[config.mk]
export PLATFORM = sky130hd
export DESIGN_NAME = ppt_port
export DESIGN_NICKNAME = d
export VERILOG_FILES = /design/src/ppt_pkg.sv /design/src/ppt_port.sv
export VERILOG_INCLUDE_DIRS = /design/src
export SDC_FILE = /design/constraint.sdc
export NUM_CORES = 1
export LEC_CHECK = 0
export BUFFER_PORTS_ARGS = -buffer_cell sky130_fd_sc_hd__buf_2
export CAP_MARGIN = 20
export CORE_AREA = 2 2 101 103
export CTS_BUF_LIST = sky130_fd_sc_hd__clkbuf_8
export CTS_CLUSTER_DIAMETER = 80
export DETAILED_ROUTE_END_ITERATION = 10
export DIE_AREA = 0 0 103 105
export PLACE_DENSITY_LB_ADDON = 0.08
export SLEW_MARGIN = 20
export SYNTH_ARGS = -nofsm -noshare
export SYNTH_HDL_FRONTEND = slang
export SYNTH_SLANG_ARGS = --single-unit
[constraint.sdc]
create_clock -name clk_i -period 5.15 [get_ports clk_i]
set_clock_uncertainty 0.05 [all_clocks]
set_input_delay 0.515 -clock clk_i [delete_from_list [all_inputs] [get_ports clk_i]]
set_output_delay 0.515 -clock clk_i [all_outputs]
set_load 0.03 [all_outputs]
[src/ppt_cfg.svh]
`ifndef PPT_CFG_SVH
`define PPT_CFG_SVH
// ******************
// register offsets
// ******************
`define PPT_OFS_DATA 3'h0
`define PPT_OFS_STAT 3'h1
`define PPT_OFS_CTL  3'h2
`define PPT_OFS_EADR 3'h3
// ******************
// status bits
// ******************
`define PPT_ST_TMO 0
`define PPT_ST_ERR 3
`define PPT_ST_ONL 4
`define PPT_ST_PAP 5
`define PPT_ST_ACK 6
`define PPT_ST_BSY 7
// ******************
// control bits
// ******************
`define PPT_CT_STB  0
`define PPT_CT_LF   1
`define PPT_CT_INI  2
`define PPT_CT_SEL  3
`define PPT_CT_IRQ_ENABLE_BIT 4
`define PPT_CT_DIR  5
// ******************
// reset values
// ******************
`define PPT_DATA_RST 8'h00
`define PPT_CTL_RST  6'h00
`define PPT_EPP_RST  8'h00
// ******************
// timing
// ******************
`define PPT_CLK_NS  50
`define PPT_TMO_NS  10000
`define PPT_TMO_CYC (`PPT_TMO_NS / `PPT_CLK_NS)
`endif

[src/ppt_pkg.sv]
package ppt_pkg;
  // ******************
  // types
  // ******************
  typedef enum logic [1:0] {
    PPT_MODE_COMPAT,
    PPT_MODE_BIDIR,
    PPT_MODE_EPP
  } ppt_mode_t;

  typedef struct packed {
    logic       we;
    logic [2:0] addr;
    logic [7:0] wdata;
  } ppt_req_t;

  // cable status inputs, raw pin levels
  typedef struct packed {
    logic busy;
    logic ack;
    logic paper_out;
    logic online;
    logic error;
  } ppt_pin_in_t;

  typedef enum logic [2:0] {
    PPT_IDLE,
    PPT_ARM,
    PPT_STB,
    PPT_HOLD
  } ppt_state_t;
endpackage

[src/ppt_port.sv]
`timescale 1ns/10ps
`default_nettype none
`include "ppt_cfg.svh"
module ppt_port #(
  parameter int unsigned TMO_CYC = `PPT_TMO_CYC
) (
  input  wire logic                 clk_i,
  input  wire logic                 rst_n_i,
  input  wire ppt_pkg::ppt_mode_t   mode_i,
  input  wire logic                 tmo_policy_i,
  input  wire logic                 cyc_i,
  input  wire ppt_pkg::ppt_req_t    req_i,
  output logic                      ack_o,
  output logic [7:0]                rdata_o,
  input  wire ppt_pkg::ppt_pin_in_t pins_i,
  input  wire logic [7:0]           pd_i,
  output logic [7:0]                pd_o,
  output logic                      pd_oe_o,
  output logic                      data_latch_pulse_n_o,
  output logic                      line_feed_pin_n_o,
  output logic                      init_o,
  output logic                      select_in_pin_n_o,
  output logic                      irq_o
);
  localparam int TW = $clog2(TMO_CYC + 1);

  // ******************
  // pin synchronisers
  // ******************
  logic [12:0]          sync1;
  logic [12:0]          sync2;
  logic                 ack_q;
  ppt_pkg::ppt_pin_in_t pin_s;
  logic [7:0]           pd_s;

  always_ff @(posedge clk_i or negedge rst_n_i) begin
    if (!rst_n_i) begin
      sync1 <= 13'h0000;
      sync2 <= 13'h0000;
      ack_q <= 1'b0;
    end else begin
      sync1 <= {pd_i, pins_i};
      sync2 <= sync1;
      ack_q <= sync2[3];
    end
  end

  assign pin_s = sync2[4:0];
  assign pd_s  = sync2[12:5];

  // ******************
  // register file and cycle control
  // ******************
  ppt_pkg::ppt_state_t state, next_state;
  logic [7:0]          data_reg, next_data_reg;
  logic [5:0]          ctl, next_ctl;
  logic [7:0]          epp_reg, next_epp_reg;
  logic                tmo_flag, next_tmo_flag;
  logic [TW-1:0]       tmo_cnt, next_tmo_cnt;
  logic                cyc_q;
  logic                st_rd, next_st_rd;
  logic                wr, next_wr;
  logic                adr, next_adr;
  logic                next_ack;
  logic [7:0]          next_rdata;
  logic                next_irq;
  logic [7:0]          next_pd;
  logic                next_pd_oe;
  logic                next_stb_n;
  logic                next_lf_n;
  logic                next_sel_n;
  logic                start;
  logic                epp;
  logic                compat;
  logic                win;
  logic                eact;
  logic                set_tmo;
  logic [7:0]          stat_byte;

  always_comb begin
    start  = cyc_i && !cyc_q;
    epp    = (mode_i == ppt_pkg::PPT_MODE_EPP);
    compat = (mode_i != ppt_pkg::PPT_MODE_BIDIR) && !epp;
    win    = (req_i.addr >= `PPT_OFS_EADR);
    eact   = (state == ppt_pkg::PPT_STB);
    set_tmo = 1'b0;
    stat_byte = 8'h00;
    stat_byte[`PPT_ST_TMO] = tmo_flag;
    stat_byte[`PPT_ST_ERR] = pin_s.error;
    stat_byte[`PPT_ST_ONL] = pin_s.online;
    stat_byte[`PPT_ST_PAP] = pin_s.paper_out;
    stat_byte[`PPT_ST_ACK] = pin_s.ack;
    stat_byte[`PPT_ST_BSY] = !pin_s.busy;
    next_state    = state;
    next_data_reg = data_reg;
    next_ctl      = ctl;
    next_epp_reg  = epp_reg;
    next_tmo_flag = tmo_flag;
    next_tmo_cnt  = tmo_cnt;
    next_st_rd    = st_rd;
    next_wr       = wr;
    next_adr      = adr;
    next_ack      = 1'b0;
    next_rdata    = rdata_o;
    next_irq      = ctl[`PPT_CT_IRQ_ENABLE_BIT] && pin_s.ack && !ack_q;
    case (state)
      ppt_pkg::PPT_IDLE: begin
        if (start && win && epp) begin
          // pcd high turns a write into a read on the cable
          next_wr      = req_i.we && !ctl[`PPT_CT_DIR];
          next_adr     = (req_i.addr == `PPT_OFS_EADR);
          next_epp_reg = req_i.we ? req_i.wdata : epp_reg;
          next_tmo_cnt = '0;
          next_state   = ppt_pkg::PPT_ARM;
        end else if (start) begin
          next_ack   = 1'b1;
          next_state = ppt_pkg::PPT_HOLD;
          if (req_i.we) begin
            case (req_i.addr)
              `PPT_OFS_DATA: next_data_reg = req_i.wdata;
              `PPT_OFS_STAT: begin
                if (!tmo_policy_i && req_i.wdata[`PPT_ST_TMO]) begin
                  next_tmo_flag = 1'b0;
                end
              end
              `PPT_OFS_CTL: next_ctl = req_i.wdata[5:0];
              default: next_ctl = ctl;
            endcase
          end else begin
            case (req_i.addr)
              `PPT_OFS_DATA: next_rdata = pd_s;
              `PPT_OFS_STAT: begin
                next_rdata = stat_byte;
                next_st_rd = 1'b1;
              end
              `PPT_OFS_CTL: next_rdata = {2'b00, ctl};
              default: next_rdata = 8'h00;
            endcase
          end
        end
      end
      ppt_pkg::PPT_ARM: begin
        // wait for the peripheral's wait line (busy) to be low first
        next_tmo_cnt = tmo_cnt + TW'(1);
        if (tmo_cnt == TW'(TMO_CYC)) begin
          set_tmo = 1'b1;
        end else if (!pin_s.busy) begin
          next_state = ppt_pkg::PPT_STB;
        end
      end
      ppt_pkg::PPT_STB: begin
        next_tmo_cnt = tmo_cnt + TW'(1);
        if (tmo_cnt == TW'(TMO_CYC)) begin
          set_tmo = 1'b1;
        end else if (pin_s.busy) begin
          next_ack   = 1'b1;
          next_state = ppt_pkg::PPT_HOLD;
          if (!wr) begin
            next_epp_reg = pd_s;
            next_rdata   = pd_s;
          end
        end
      end
      ppt_pkg::PPT_HOLD: begin
        if (!cyc_i) begin
          next_state = ppt_pkg::PPT_IDLE;
          next_st_rd = 1'b0;
          if (st_rd && tmo_policy_i) begin
            next_tmo_flag = 1'b0;
          end
        end
      end
      default: next_state = ppt_pkg::PPT_IDLE;
    endcase
    if (set_tmo) begin
      // abort: strobes drop, host is released with stale data
      next_ack      = 1'b1;
      next_state    = ppt_pkg::PPT_HOLD;
      next_rdata    = epp_reg;
    end
    if (set_tmo) begin
      next_tmo_flag = 1'b1;
    end
    // ******************
    // cable pins
    // ******************
    next_pd    = (eact && wr) ? epp_reg : data_reg;
    next_pd_oe = eact ? wr : (compat || !ctl[`PPT_CT_DIR]);
    next_stb_n = eact ? !wr : !ctl[`PPT_CT_STB];
    next_lf_n  = (eact && !adr) ? 1'b0 : !ctl[`PPT_CT_LF];
    next_sel_n = (eact && adr) ? 1'b0 : !ctl[`PPT_CT_SEL];
  end

  always_ff @(posedge clk_i or negedge rst_n_i) begin
    if (!rst_n_i) begin
      state                <= ppt_pkg::PPT_IDLE;
      data_reg             <= `PPT_DATA_RST;
      ctl                  <= `PPT_CTL_RST;
      epp_reg              <= `PPT_EPP_RST;
      tmo_flag             <= 1'b0;
      tmo_cnt              <= '0;
      cyc_q                <= 1'b0;
      st_rd                <= 1'b0;
      wr                   <= 1'b0;
      adr                  <= 1'b0;
      ack_o                <= 1'b0;
      rdata_o              <= 8'h00;
      irq_o                <= 1'b0;
      pd_o                 <= `PPT_DATA_RST;
      pd_oe_o              <= 1'b1;
      data_latch_pulse_n_o <= 1'b1;
      line_feed_pin_n_o    <= 1'b1;
      init_o               <= 1'b0;
      select_in_pin_n_o    <= 1'b1;
    end else begin
      state                <= next_state;
      data_reg             <= next_data_reg;
      ctl                  <= next_ctl;
      epp_reg              <= next_epp_reg;
      tmo_flag             <= next_tmo_flag;
      tmo_cnt              <= next_tmo_cnt;
      cyc_q                <= cyc_i;
      st_rd                <= next_st_rd;
      wr                   <= next_wr;
      adr                  <= next_adr;
      ack_o                <= next_ack;
      rdata_o              <= next_rdata;
      irq_o                <= next_irq;
      pd_o                 <= next_pd;
      pd_oe_o              <= next_pd_oe;
      data_latch_pulse_n_o <= next_stb_n;
      line_feed_pin_n_o    <= next_lf_n;
      init_o               <= ctl[`PPT_CT_INI];
      select_in_pin_n_o    <= next_sel_n;
    end
  end

  // ******************
  // checks
  // ******************
  property p_data_drive;
    @(posedge clk_i) disable iff (!rst_n_i)
    (start && state == ppt_pkg::PPT_IDLE && req_i.we && req_i.addr == `PPT_OFS_DATA
      && compat) |-> ##2 (pd_o == $past(req_i.wdata, 2));
  endproperty
  a_data_drive: assert property (p_data_drive) else $error("data pins miss write");

  property p_stat_hold;
    @(posedge clk_i) disable iff (!rst_n_i)
    (start && state == ppt_pkg::PPT_IDLE && !req_i.we && req_i.addr == `PPT_OFS_STAT)
      |=> ack_o ##1 $stable(rdata_o);
  endproperty
  a_stat_hold: assert property (p_stat_hold) else $error("status not held");

  property p_stat_zero;
    @(posedge clk_i) disable iff (!rst_n_i)
    (ack_o && st_rd) |-> (rdata_o[2:1] == 2'b00);
  endproperty
  a_stat_zero: assert property (p_stat_zero) else $error("status bits 1,2 set");

  property p_busy_inv;
    @(posedge clk_i) disable iff (!rst_n_i)
    (start && state == ppt_pkg::PPT_IDLE && !req_i.we && req_i.addr == `PPT_OFS_STAT)
      |=> (rdata_o[7] == !$past(pin_s.busy));
  endproperty
  a_busy_inv: assert property (p_busy_inv) else $error("busy bit not inverted");

  property p_tmo_set;
    @(posedge clk_i) disable iff (!rst_n_i)
    (state inside {ppt_pkg::PPT_ARM, ppt_pkg::PPT_STB} && tmo_cnt == TW'(TMO_CYC))
      |=> (tmo_flag && ack_o && state == ppt_pkg::PPT_HOLD);
  endproperty
  a_tmo_set: assert property (p_tmo_set) else $error("timeout not taken");

  property p_tmo_wclr;
    @(posedge clk_i) disable iff (!rst_n_i)
    (start && state == ppt_pkg::PPT_IDLE && req_i.we && req_i.addr == `PPT_OFS_STAT
      && !tmo_policy_i) |=> (tmo_flag == ($past(tmo_flag) && !$past(req_i.wdata[0])));
  endproperty
  a_tmo_wclr: assert property (p_tmo_wclr) else $error("timeout write clear");

  property p_ctl_top;
    @(posedge clk_i) disable iff (!rst_n_i)
    (start && state == ppt_pkg::PPT_IDLE && !req_i.we && req_i.addr == `PPT_OFS_CTL)
      |=> (rdata_o[7:6] == 2'b00);
  endproperty
  a_ctl_top: assert property (p_ctl_top) else $error("control top bits set");

  property p_stb_pin;
    @(posedge clk_i) disable iff (!rst_n_i)
    (state != ppt_pkg::PPT_STB) |=> (data_latch_pulse_n_o == !$past(ctl[`PPT_CT_STB]));
  endproperty
  a_stb_pin: assert property (p_stb_pin) else $error("strobe pin wrong");

  property p_irq_off;
    @(posedge clk_i) disable iff (!rst_n_i)
    !ctl[`PPT_CT_IRQ_ENABLE_BIT] |=> !irq_o;
  endproperty
  a_irq_off: assert property (p_irq_off) else $error("irq while disabled");

  property p_compat_out;
    @(posedge clk_i) disable iff (!rst_n_i)
    (compat && state != ppt_pkg::PPT_STB) |=> pd_oe_o;
  endproperty
  a_compat_out: assert property (p_compat_out) else $error("pins not driven");

  property p_no_side;
    @(posedge clk_i) disable iff (!rst_n_i)
    (start && state == ppt_pkg::PPT_IDLE && !epp && win && !req_i.we)
      |=> (rdata_o == 8'h00 && tmo_flag == $past(tmo_flag) && state == ppt_pkg::PPT_HOLD);
  endproperty
  a_no_side: assert property (p_no_side) else $error("side effect on read");
endmodule
`default_nettype wire

-- Word level (Yosys, flattened, before mapping)
Cells that the tools add are included.
- $add $sub $neg: 1
- multiply operators: 0
- div/mod/pow operators: 0
- $lt $le $gt $ge: 1
- eq/ne operators: 33
- shift-type cells: 0
- mux-type cells: 51
- bitwise gates (word level): 1
- reductions and logical operators: 41
- operators by type and width (cell ; count):
    $mux W8 ; 11
    $pmux W8 S2 ; 3
    $ne A3 B3 Y1 const B ; 10
    $mux W1 ; 24
    $mux W3 ; 8
    $pmux W8 S3 ; 1
    $ne A2 B2 Y1 const B ; 9
    $reduce_and A6 Y1 ; 3
    $eq A3 B2 Y1 const B ; 4
    $logic_and A1 B1 Y1 ; 12
    $pmux W3 S4 ; 1
    $logic_not A1 Y1 ; 11
    $reduce_and A5 Y1 ; 2
    $ne A3 B2 Y1 const B ; 3
    $add A8 B1 Y8 const B ; 1
    $eq A8 B8 Y1 const B ; 1
    $reduce_and A8 Y1 ; 1
    $reduce_and A7 Y1 ; 1
    $eq A3 B1 Y1 const B ; 2
    $logic_not A3 Y1 ; 2
    $pmux W1 S2 ; 3
    $reduce_bool A2 Y1 ; 3
    $reduce_bool A3 Y1 ; 2
    $ne A2 B1 Y1 const B ; 2
    7 further kinds ; 8
- register bits after elaboration: 88
- bits in latches: 0
- RAM bits: 0
- ROM bits: 0
- input bits: 31
- word-level logic and storage cells: 150
- memories: 0

-- Longest topological paths before layout
Gate-level depths: netlist of the first run.
- depth after elaboration: 9
- mapped depth: 9

-- Worst setup path before layout of the first run
OpenSTA, ideal clock, no wires.
- path type: input port to flip-flop
- start point: input mode_i[0]
- end point: register epp_reg[0]
- setup time: 0.125 ns
- arrival: 1.700 ns
- data required time: 4.975 ns
- setup slack: 3.275 ns
- stages: 7
- cells stage by stage: inv_1 > ha_1 > inv_1 > nor3_1 > nand2_1 > a22oi_4 > mux2_2
- word-level cells in the longest chain between the ends: 4
- RTL lines (what ; RTL line ; source):
    from (decl) ; ppt_port.sv:9 ; input wire ppt_pkg::ppt_mode_t mode_i,
    $eq A2 B2 Y1 ; ppt_port.sv:82 ; epp = (mode_i == ppt_pkg::PPT_MODE_EPP);
    $logic_and A1 B1 Y1 ; ppt_port.sv:108 ; if (start && win && epp) begin
    $ne A2 B2 Y1 (no line) ; n/a ;
    $reduce_and A6 Y1 (no line) ; n/a ;
    to (signal assigned) ; ppt_port.sv:199 ; epp_reg <= `PPT_EPP_RST;
    to (signal assigned) ; ppt_port.sv:219 ; epp_reg <= next_epp_reg;
    to (decl) ; ppt_port.sv:57 ; logic [7:0] epp_reg, next_epp_reg;
Every way passes these cells.
A chain may end at the register's enable or synchronous reset.

-- Worst setup path in the final report of the first run
- start point: register state[1]
- end point: register data_reg[4]
- word-level cells in the longest chain between the ends: 2
- RTL lines (what ; RTL line ; source):
    from (decl) ; ppt_port.sv:54 ; ppt_pkg::ppt_state_t state, next_state;
    from (signal assigned) ; ppt_port.sv:196 ; state <= ppt_pkg::PPT_IDLE;
    from (signal assigned) ; ppt_port.sv:216 ; state <= next_state;
    $logic_not A3 Y1 ; ppt_port.sv:106 ; case (state)
    $reduce_and A5 Y1 (no line) ; n/a ;
    to (signal assigned) ; ppt_port.sv:197 ; data_reg <= `PPT_DATA_RST;
    to (signal assigned) ; ppt_port.sv:217 ; data_reg <= next_data_reg;
    to (decl) ; ppt_port.sv:55 ; logic [7:0] data_reg, next_data_reg;
Every way passes these cells.

==> run_results.csv, run 1 <==
group,metric,value,unit
worst_setup_path,arrival,2.99,ns
floorplanning,start_util,0.393,
detailed_routing,drt_wl_total,7970,um
sta,max-slew-margin-rel,0.385,
logic_synthesis,yosys_reg_bits,87,
grt,vias_in_the_first_global_route,2518,
worst_setup_path,reg2reg_slack,2.35,ns
grt,grt_first_pass_wirelength,13200,um
logic_synthesis,yosysUniqueCellTypes,47,
floorplanning,die_h,105,um
detailed_routing,drt_first_pass_iters,5,
logic_synthesis,syn_inst,323,
logic_synthesis,syn-num-nets,361,
worst_setup_path,worst-setup-path-type,"reg2reg",
logic_synthesis,sequential_cell_area_fraction_in_the_yosys_report,0.576,
finish,num-nets-final,415,
placed_design,post-dp-hpwl,5570,um
finish,final_instance_count_excl_fillers,514,
sta,hold_slack,0.0728,ns
logic_synthesis,asyncSetResetFlopFracSynth,1.00,
clock_network,tritoncts,"done",
placed_design,portBuffers,53,
detailed_routing,drc_errors,0,
clock_network,cts_made_buffers,9,
finish,multi_input_area,1460,um2
floorplanning,ioPinCount,54,
finish,area.growth.synth_to_final,15.2,%
finish,layout.filler_cells,934,
grt,pin_count_of_the_biggest_net_entering_global_routing,48,
power_and_ir_drop,power_density,553,nW/um2
clock_network,number_of_resized_instances_in_the_post_cts_repair_step,0,
detailed_routing,route.detailed.vias_per_inst,4.95,
logic_synthesis,synthFlopType,"sky130_fd_sc_hd__dfrtp_1",
finish,finish.instance_area,4370,um2
logic_synthesis,synthesis.yosys.warnings,0,
worst_setup_path,worst-path-max-fanout,13,
clock_network,cts.root.buffer_cell,"sky130_fd_sc_hd__clkbuf_8",
finish,reg.largest.list,"sync1: 13 flops, sync2: 13 flops",
sta,timing.final.max_slew_violations,0,
status,result_of_the_run,"completed",
worst_setup_path,endpoint_kind,"flop",
floorplanning,rows,36,
sta,setup_violations,0,
placed_design,postPlaceCellArea,4170,um2
sta,timing.final.hold_violations,0,
clock_network,clock_path_buffers,2,
finish,layout-drive-gt1-share,0.299,
clock_network,cts.reportedPaths.clkPinSlew,0.09,ns
placed_design,finalWeightedCongestion,0.795,
power_and_ir_drop,reported_leakage_power,2.07,nW
sta,final.period_utilization,0.545,
sta,grt_setup_unrepaired,"no",
floorplanning,fp.coreArea,9640,um2
finish,ff_latch_area,2180,um2
logic_synthesis,synth.largest_area_cell,"sky130_fd_sc_hd__dfrtp_1",
floorplanning,die-width,103,um
detailed_routing,via_count,2546,
worst_hold_path,hold_path_class,"in2async",
detailed_routing,drt-initial-drc-count,119,
logic_synthesis,most_frequent_cell_after_synthesis,"sky130_fd_sc_hd__dfrtp_1",
detailed_routing,detail-route-antenna-nets,0,
logic_synthesis,syn_avg_cell_area,11.7,um2
worst_setup_path,cp-start-kind,"flop",
sta,setup_tns,0,ns
sta,timing_worst_slew_pin_value,0.920,ns
sta,fmax,357,MHz
power_and_ir_drop,ir_drop,0.000216,V
floorplanning,die_area,10800,um2
logic_synthesis,synth-edff-count,0,
clock_network,clock_sink_count,87,
worst_setup_path,timing.critical_path.required,5.34,ns
clock_network,cts_max_level,3,
logic_synthesis,most_area_consuming_cells_after_synthesis,"sky130_fd_sc_hd__dfrtp_1 (55%), sky130_fd_sc_hd__mux2_2 (8.0%), sky130_fd_sc_hd__nand2_1 (4.4%), sky130_fd_sc_hd__o21ai_0 (3.8%), sky130_fd_sc_hd__mux2i_1 (2.9%)",
logic_synthesis,synth.top_cell.area_share,0.548,
placed_design,placed_cells_incl_taps,499,
clock_network,worst_skew_pair.late_latency,0.35,ns
clock_network,cts-hold-fix-buffers,0,
detailed_routing,avgRoutedWirePerCell,15.5,um
run,maxCapViolations,0,
logic_synthesis,synth.cell_area,3790,um2
grt,overall_routing_resource_usage,0.161,
logic_synthesis,yosys-top-cells-count,"sky130_fd_sc_hd__dfrtp_1 (83), sky130_fd_sc_hd__nand2_1 (44), sky130_fd_sc_hd__o21ai_0 (29)",
sta,fin_crit,2.80,ns
finish,num_antenna_cells,0,
grt,antenna_found_initial,0,
clock_network,postCtsSetupBuffers,0,
grt,gr-total-overflow,0,
routing by layer:
layer	track usage	share of wire	vias to the layer above
li1	-	-	1230
met1	0.229	0.48	1249
met2	0.244	0.47	57
met3	0.0334	0.040	10
met4	0.0536	0.014	0
met5	0	0	-
placed cells by master (no fill, tap or decap), types with 2 or more instances in the layout:
cell                        Yosys  routed
sky130_fd_sc_hd__o311a_1        3       3
sky130_fd_sc_hd__o21ai_2        2       2
sky130_fd_sc_hd__buf_2          7      52
sky130_fd_sc_hd__nor3_1         6       6
sky130_fd_sc_hd__a31oi_1        3       3
sky130_fd_sc_hd__inv_6          0       2
sky130_fd_sc_hd__nand2_1       44      44
sky130_fd_sc_hd__nand3_1        5       5
sky130_fd_sc_hd__clkbuf_8       0       9
sky130_fd_sc_hd__dfstp_2        4       4
sky130_fd_sc_hd__nor2_1        13      13
sky130_fd_sc_hd__o31ai_2        2       2
sky130_fd_sc_hd__mux2i_1       11      11
sky130_fd_sc_hd__nor2b_1        9       9
sky130_fd_sc_hd__a2bb2oi_1      4       4
sky130_fd_sc_hd__a22oi_1        2       2
sky130_fd_sc_hd__mux2_2        27      27
sky130_fd_sc_hd__ha_1           7       7
sky130_fd_sc_hd__buf_4          2       4
sky130_fd_sc_hd__a21oi_1        8       8
sky130_fd_sc_hd__a22o_1         4       4
sky130_fd_sc_hd__a21boi_0       2       2
sky130_fd_sc_hd__dfrtp_1       83      83
sky130_fd_sc_hd__inv_1         19      19
sky130_fd_sc_hd__o31ai_1        3       3
sky130_fd_sc_hd__o21ai_0       29      29
cells by family (layout without fill, tap and decap cells):
kind of cell	count (synthesis)	after routing	share of synthesized area
and+or+nand+nor	86	86	0.113
AOI/OAI and AO/OA	73	73	0.140
DFF	87	87	0.576
muxes	38	38	0.109
adders and majority gates	7	7	0.0231
buffers and inverters	32	90	0.0380
worst max-delay path: stages, from the launching register on:
cell                      delay (ns)
sky130_fd_sc_hd__dfrtp_1        0.43
sky130_fd_sc_hd__inv_1          0.10
sky130_fd_sc_hd__ha_1           0.53
sky130_fd_sc_hd__nand2_1        0.14
sky130_fd_sc_hd__nor4_1         0.25
sky130_fd_sc_hd__nor2b_1        0.78
sky130_fd_sc_hd__mux2_2         0.41
layout make-up:
cell class | instances | area share
repair buffers | 56 | 0.0665
clock inverters | 6 | 0.0158
clock buffers | 9 | 0.0284
inverters | 19 | 0.0163
flip-flops and latches | 87 | 0.500
multi-input cells | 204 | 0.335
well taps | 133 | 0.0381
path summary, 6_finish.rpt:
check / from / end / depth (start not counted)
worst min register to register: sync1[9]$_DFF_PN0_ / sync2[9]$_DFF_PN0_ / 0
worst max-delay path: state[1]$_DFFE_PN0P_ / data_reg[4]$_DFFE_PN0P_ / 6
worst max register to register: state[1]$_DFFE_PN0P_ / data_reg[4]$_DFFE_PN0P_ / 6
min in group clk_i: pd_i[6] / sync1[11]$_DFF_PN0_ / 1
worst min-delay path: rst_n_i / tmo_cnt[2]$_DFFE_PN0P_ / 1
max in group asynchronous: rst_n_i / rdata_o[7]$_DFFE_PN0P_ / 2
power breakdown:
part / total (mW) / internal, mW / switching [mW]
logic: 0.949 / 0.375 / 0.574
registers: 0.992 / 0.876 / 0.116
clock network: 0.472 / 0.225 / 0.247
per-stage QoR:
stage	utilization	setup slack [ns]	total power, mW
final	0.453	2.35	2.41
after global routing	0.453	2.09	2.59
after CTS	0.453	2.34	2.45
after detailed placement	0.433	2.36	1.97
after global placement	0.433	2.44	1.96
after floorplan	-	3.28	1.72
No activity file was read; power rests on OpenSTA's default activity.
==> run 2, diff against run 1 <==
==> constraint.sdc (replaced) <==
create_clock -name clk_i -period 2.9 [get_ports clk_i]
set_clock_uncertainty 0.05 [all_clocks]
set_input_delay 0.29 -clock clk_i [delete_from_list [all_inputs] [get_ports clk_i]]
set_output_delay 0.29 -clock clk_i [all_outputs]
set_load 0.03 [all_outputs]
==> run 2 against run 1 <==
Against the previous run:
- sequential power is 77% higher
- cell count rose by 3.1%
- worst setup slack worse by 1.8 ns
- non-clock buffer count grew 17
- clock power is 73% higher
- critical path depth rose by 1
- routed wire length is 1.5% higher
- worst hold slack worse by 0.0013 ns
- first-iteration DRC count down 27%
- critical path type unchanged
- largest cell class unchanged
==> run_results.csv, run 2 (synthesized netlist as in run 1, its figures left out) <==
group,metric,value,unit
status,result_of_the_run,"completed",
detailed_routing,avgRoutedWirePerCell,15.3,um
worst_setup_path,worst-path-max-fanout,13,
sta,grt_setup_unrepaired,"no",
finish,num-nets-final,432,
detailed_routing,route.detailed.vias_per_inst,4.87,
detailed_routing,drt-met1-wl,3900,um
placed_design,preCtsSetupSlack,0.538,ns
sta,fmax,426,MHz
floorplanning,die_area,10800,um2
power_and_ir_drop,reported_leakage_power,2.15,nW
finish,reg.largest.list,"sync1: 13 flops, sync2: 13 flops",
finish,finish.instance_area,4530,um2
worst_hold_path,hold_path_class,"in2reg",
finish,layout-drive-gt1-share,0.292,
grt,vias_in_the_first_global_route,2609,
sta,timing_worst_slew_pin_value,0.614,ns
clock_network,cts.reportedPaths.clkPinSlew,0.08,ns
sta,setup_tns,0,ns
sta,fin_crit,2.35,ns
detailed_routing,drt-initial-drc-count,87,
detailed_routing,detail-route-antenna-nets,0,
clock_network,cts.root.buffer_cell,"sky130_fd_sc_hd__clkbuf_8",
power_and_ir_drop,ir_drop,0.000558,V
clock_network,worst_skew_pair.late_latency,0.35,ns
worst_setup_path,endpoint_kind,"flop",
worst_setup_path,arrival,2.54,ns
placed_design,post-dp-hpwl,5630,um
floorplanning,start_util,0.393,
placed_design,finalWeightedCongestion,0.785,
floorplanning,die-width,103,um
sta,final.period_utilization,0.810,
clock_network,clock_sink_count,87,
finish,num_antenna_cells,0,
clock_network,tritoncts,"done",
grt,grt_first_pass_wirelength,13400,um
detailed_routing,highest-signal-layer,"met4",
run,maxCapViolations,0,
detailed_routing,met3_wirelength,312,um
sta,setup_violations,0,
floorplanning,ioPinCount,54,
power_and_ir_drop,power_density,952,nW/um2
power_and_ir_drop,design_power_total,4.32,mW
grt,antenna_found_initial,0,
sta,max-slew-margin-rel,0.591,
detailed_routing,met2WireLength,3640,um
grt,pin_count_of_the_biggest_net_entering_global_routing,53,
sta,timing.final.max_slew_violations,0,
worst_setup_path,reg2reg_slack,0.55,ns
finish,most_frequent_cells_in_the_layout,"sky130_fd_sc_hd__dfrtp_1 (83), sky130_fd_sc_hd__buf_2 (52), sky130_fd_sc_hd__nand2_1 (44)",
clock_network,cts_made_buffers,9,
finish,area.growth.synth_to_final,19.6,%
clock_network,clock_path_buffers,2,
detailed_routing,via_count,2581,
finish,layout.filler_cells,923,
placed_design,portBuffers,53,
sta,hold_slack,0.0715,ns
detailed_routing,drc_errors,0,
floorplanning,die_h,105,um
clock_network,cts_max_level,3,
worst_setup_path,cp-start-kind,"flop",
sta,timing.final.hold_violations,0,
finish,mostFrequentLayoutCell,"sky130_fd_sc_hd__dfrtp_1",
worst_setup_path,timing.critical_path.required,3.09,ns
detailed_routing,drt_first_pass_iters,5,
detailed_routing,drt_wl_total,8090,um
floorplanning,fp.coreArea,9640,um2
placed_design,postPlaceCellArea,4210,um2
floorplanning,rows,36,
sta,timing.final.ws_setup,0.551,ns
worst_setup_path,worst-setup-path-type,"reg2reg",
grt,overall_routing_resource_usage,0.163,
grt,gr-total-overflow,0,
==> run 2: cell count changes in the layout (fill, tap and decap cells not counted), sizes merged <==
cell / previous run / this run
inv: 21 / 19
dlygate4sd3: 0 / 14
clkbuf: 9 / 10
buf: 56 / 59
==> run 2: layer usage <==
| layer | global-route usage | up-vias |
|---|---|---|
| met5 | 0 | - |
| met4 | 0.0714 | 0 |
| met3 | 0.0341 | 17 |
| met2 | 0.246 | 57 |
| met1 | 0.226 | 1242 |
| li1 | - | 1265 |
==> run 2: path summary, 6_finish.rpt <==
kind,to,start,cells after the start
max,data_reg[1]$_DFFE_PN0P_,state[1]$_DFFE_PN0P_,7
min,cyc_q$_DFF_PN0_,cyc_i,1
max reg2reg,data_reg[1]$_DFFE_PN0P_,state[1]$_DFFE_PN0P_,7
min reg2reg,sync2[8]$_DFF_PN0_,sync1[8]$_DFF_PN0_,0
max in group asynchronous,data_latch_pulse_n_o$_DFF_PN1_,rst_n_i,3
min in group asynchronous,tmo_cnt[3]$_DFFE_PN0P_,rst_n_i,2
==> run 2: what timing repair did <==
item                      4_1_cts  5_1_grt
buffers inserted                0        0
gates resized for setup         0        0
hold buffers                   14        0
hold endpoints to repair       48        0
==> run 2: power breakdown <==
part	leakage, nW	internal [mW]	switching (mW)
clock network	0.0940	0.409	0.407
registers	1.08	1.56	0.205
logic	0.974	0.704	1.03
==> run 2: layout make-up <==
cell class | count | area (um2) | area share
clock inverter | 4 | 47.5 | 0.0105
multi-input combinational | 204 | 1460 | 0.323
tap | 133 | 166 | 0.0367
sequential | 87 | 2180 | 0.481
clock buffer | 10 | 138 | 0.0304
inverter | 19 | 71.3 | 0.0157
timing repair buffer | 73 | 465 | 0.103
==> run 2: per-stage QoR <==
step,util,std cells
finish,0.470,530
global route,0.470,530
CTS,0.470,530
detailed placement,0.437,502
global placement,0.437,502
floorplan,-,323
==> run 2: worst max-delay path, stage by stage (launching register included) <==
cell and delay (ns):
sky130_fd_sc_hd__dfrtp_1 0.42, sky130_fd_sc_hd__inv_1 0.10, sky130_fd_sc_hd__ha_1 0.55, sky130_fd_sc_hd__nand2_1 0.14, sky130_fd_sc_hd__nor4_1 0.26, sky130_fd_sc_hd__nor2b_1 0.18, sky130_fd_sc_hd__buf_4 0.21, sky130_fd_sc_hd__mux2_2 0.35
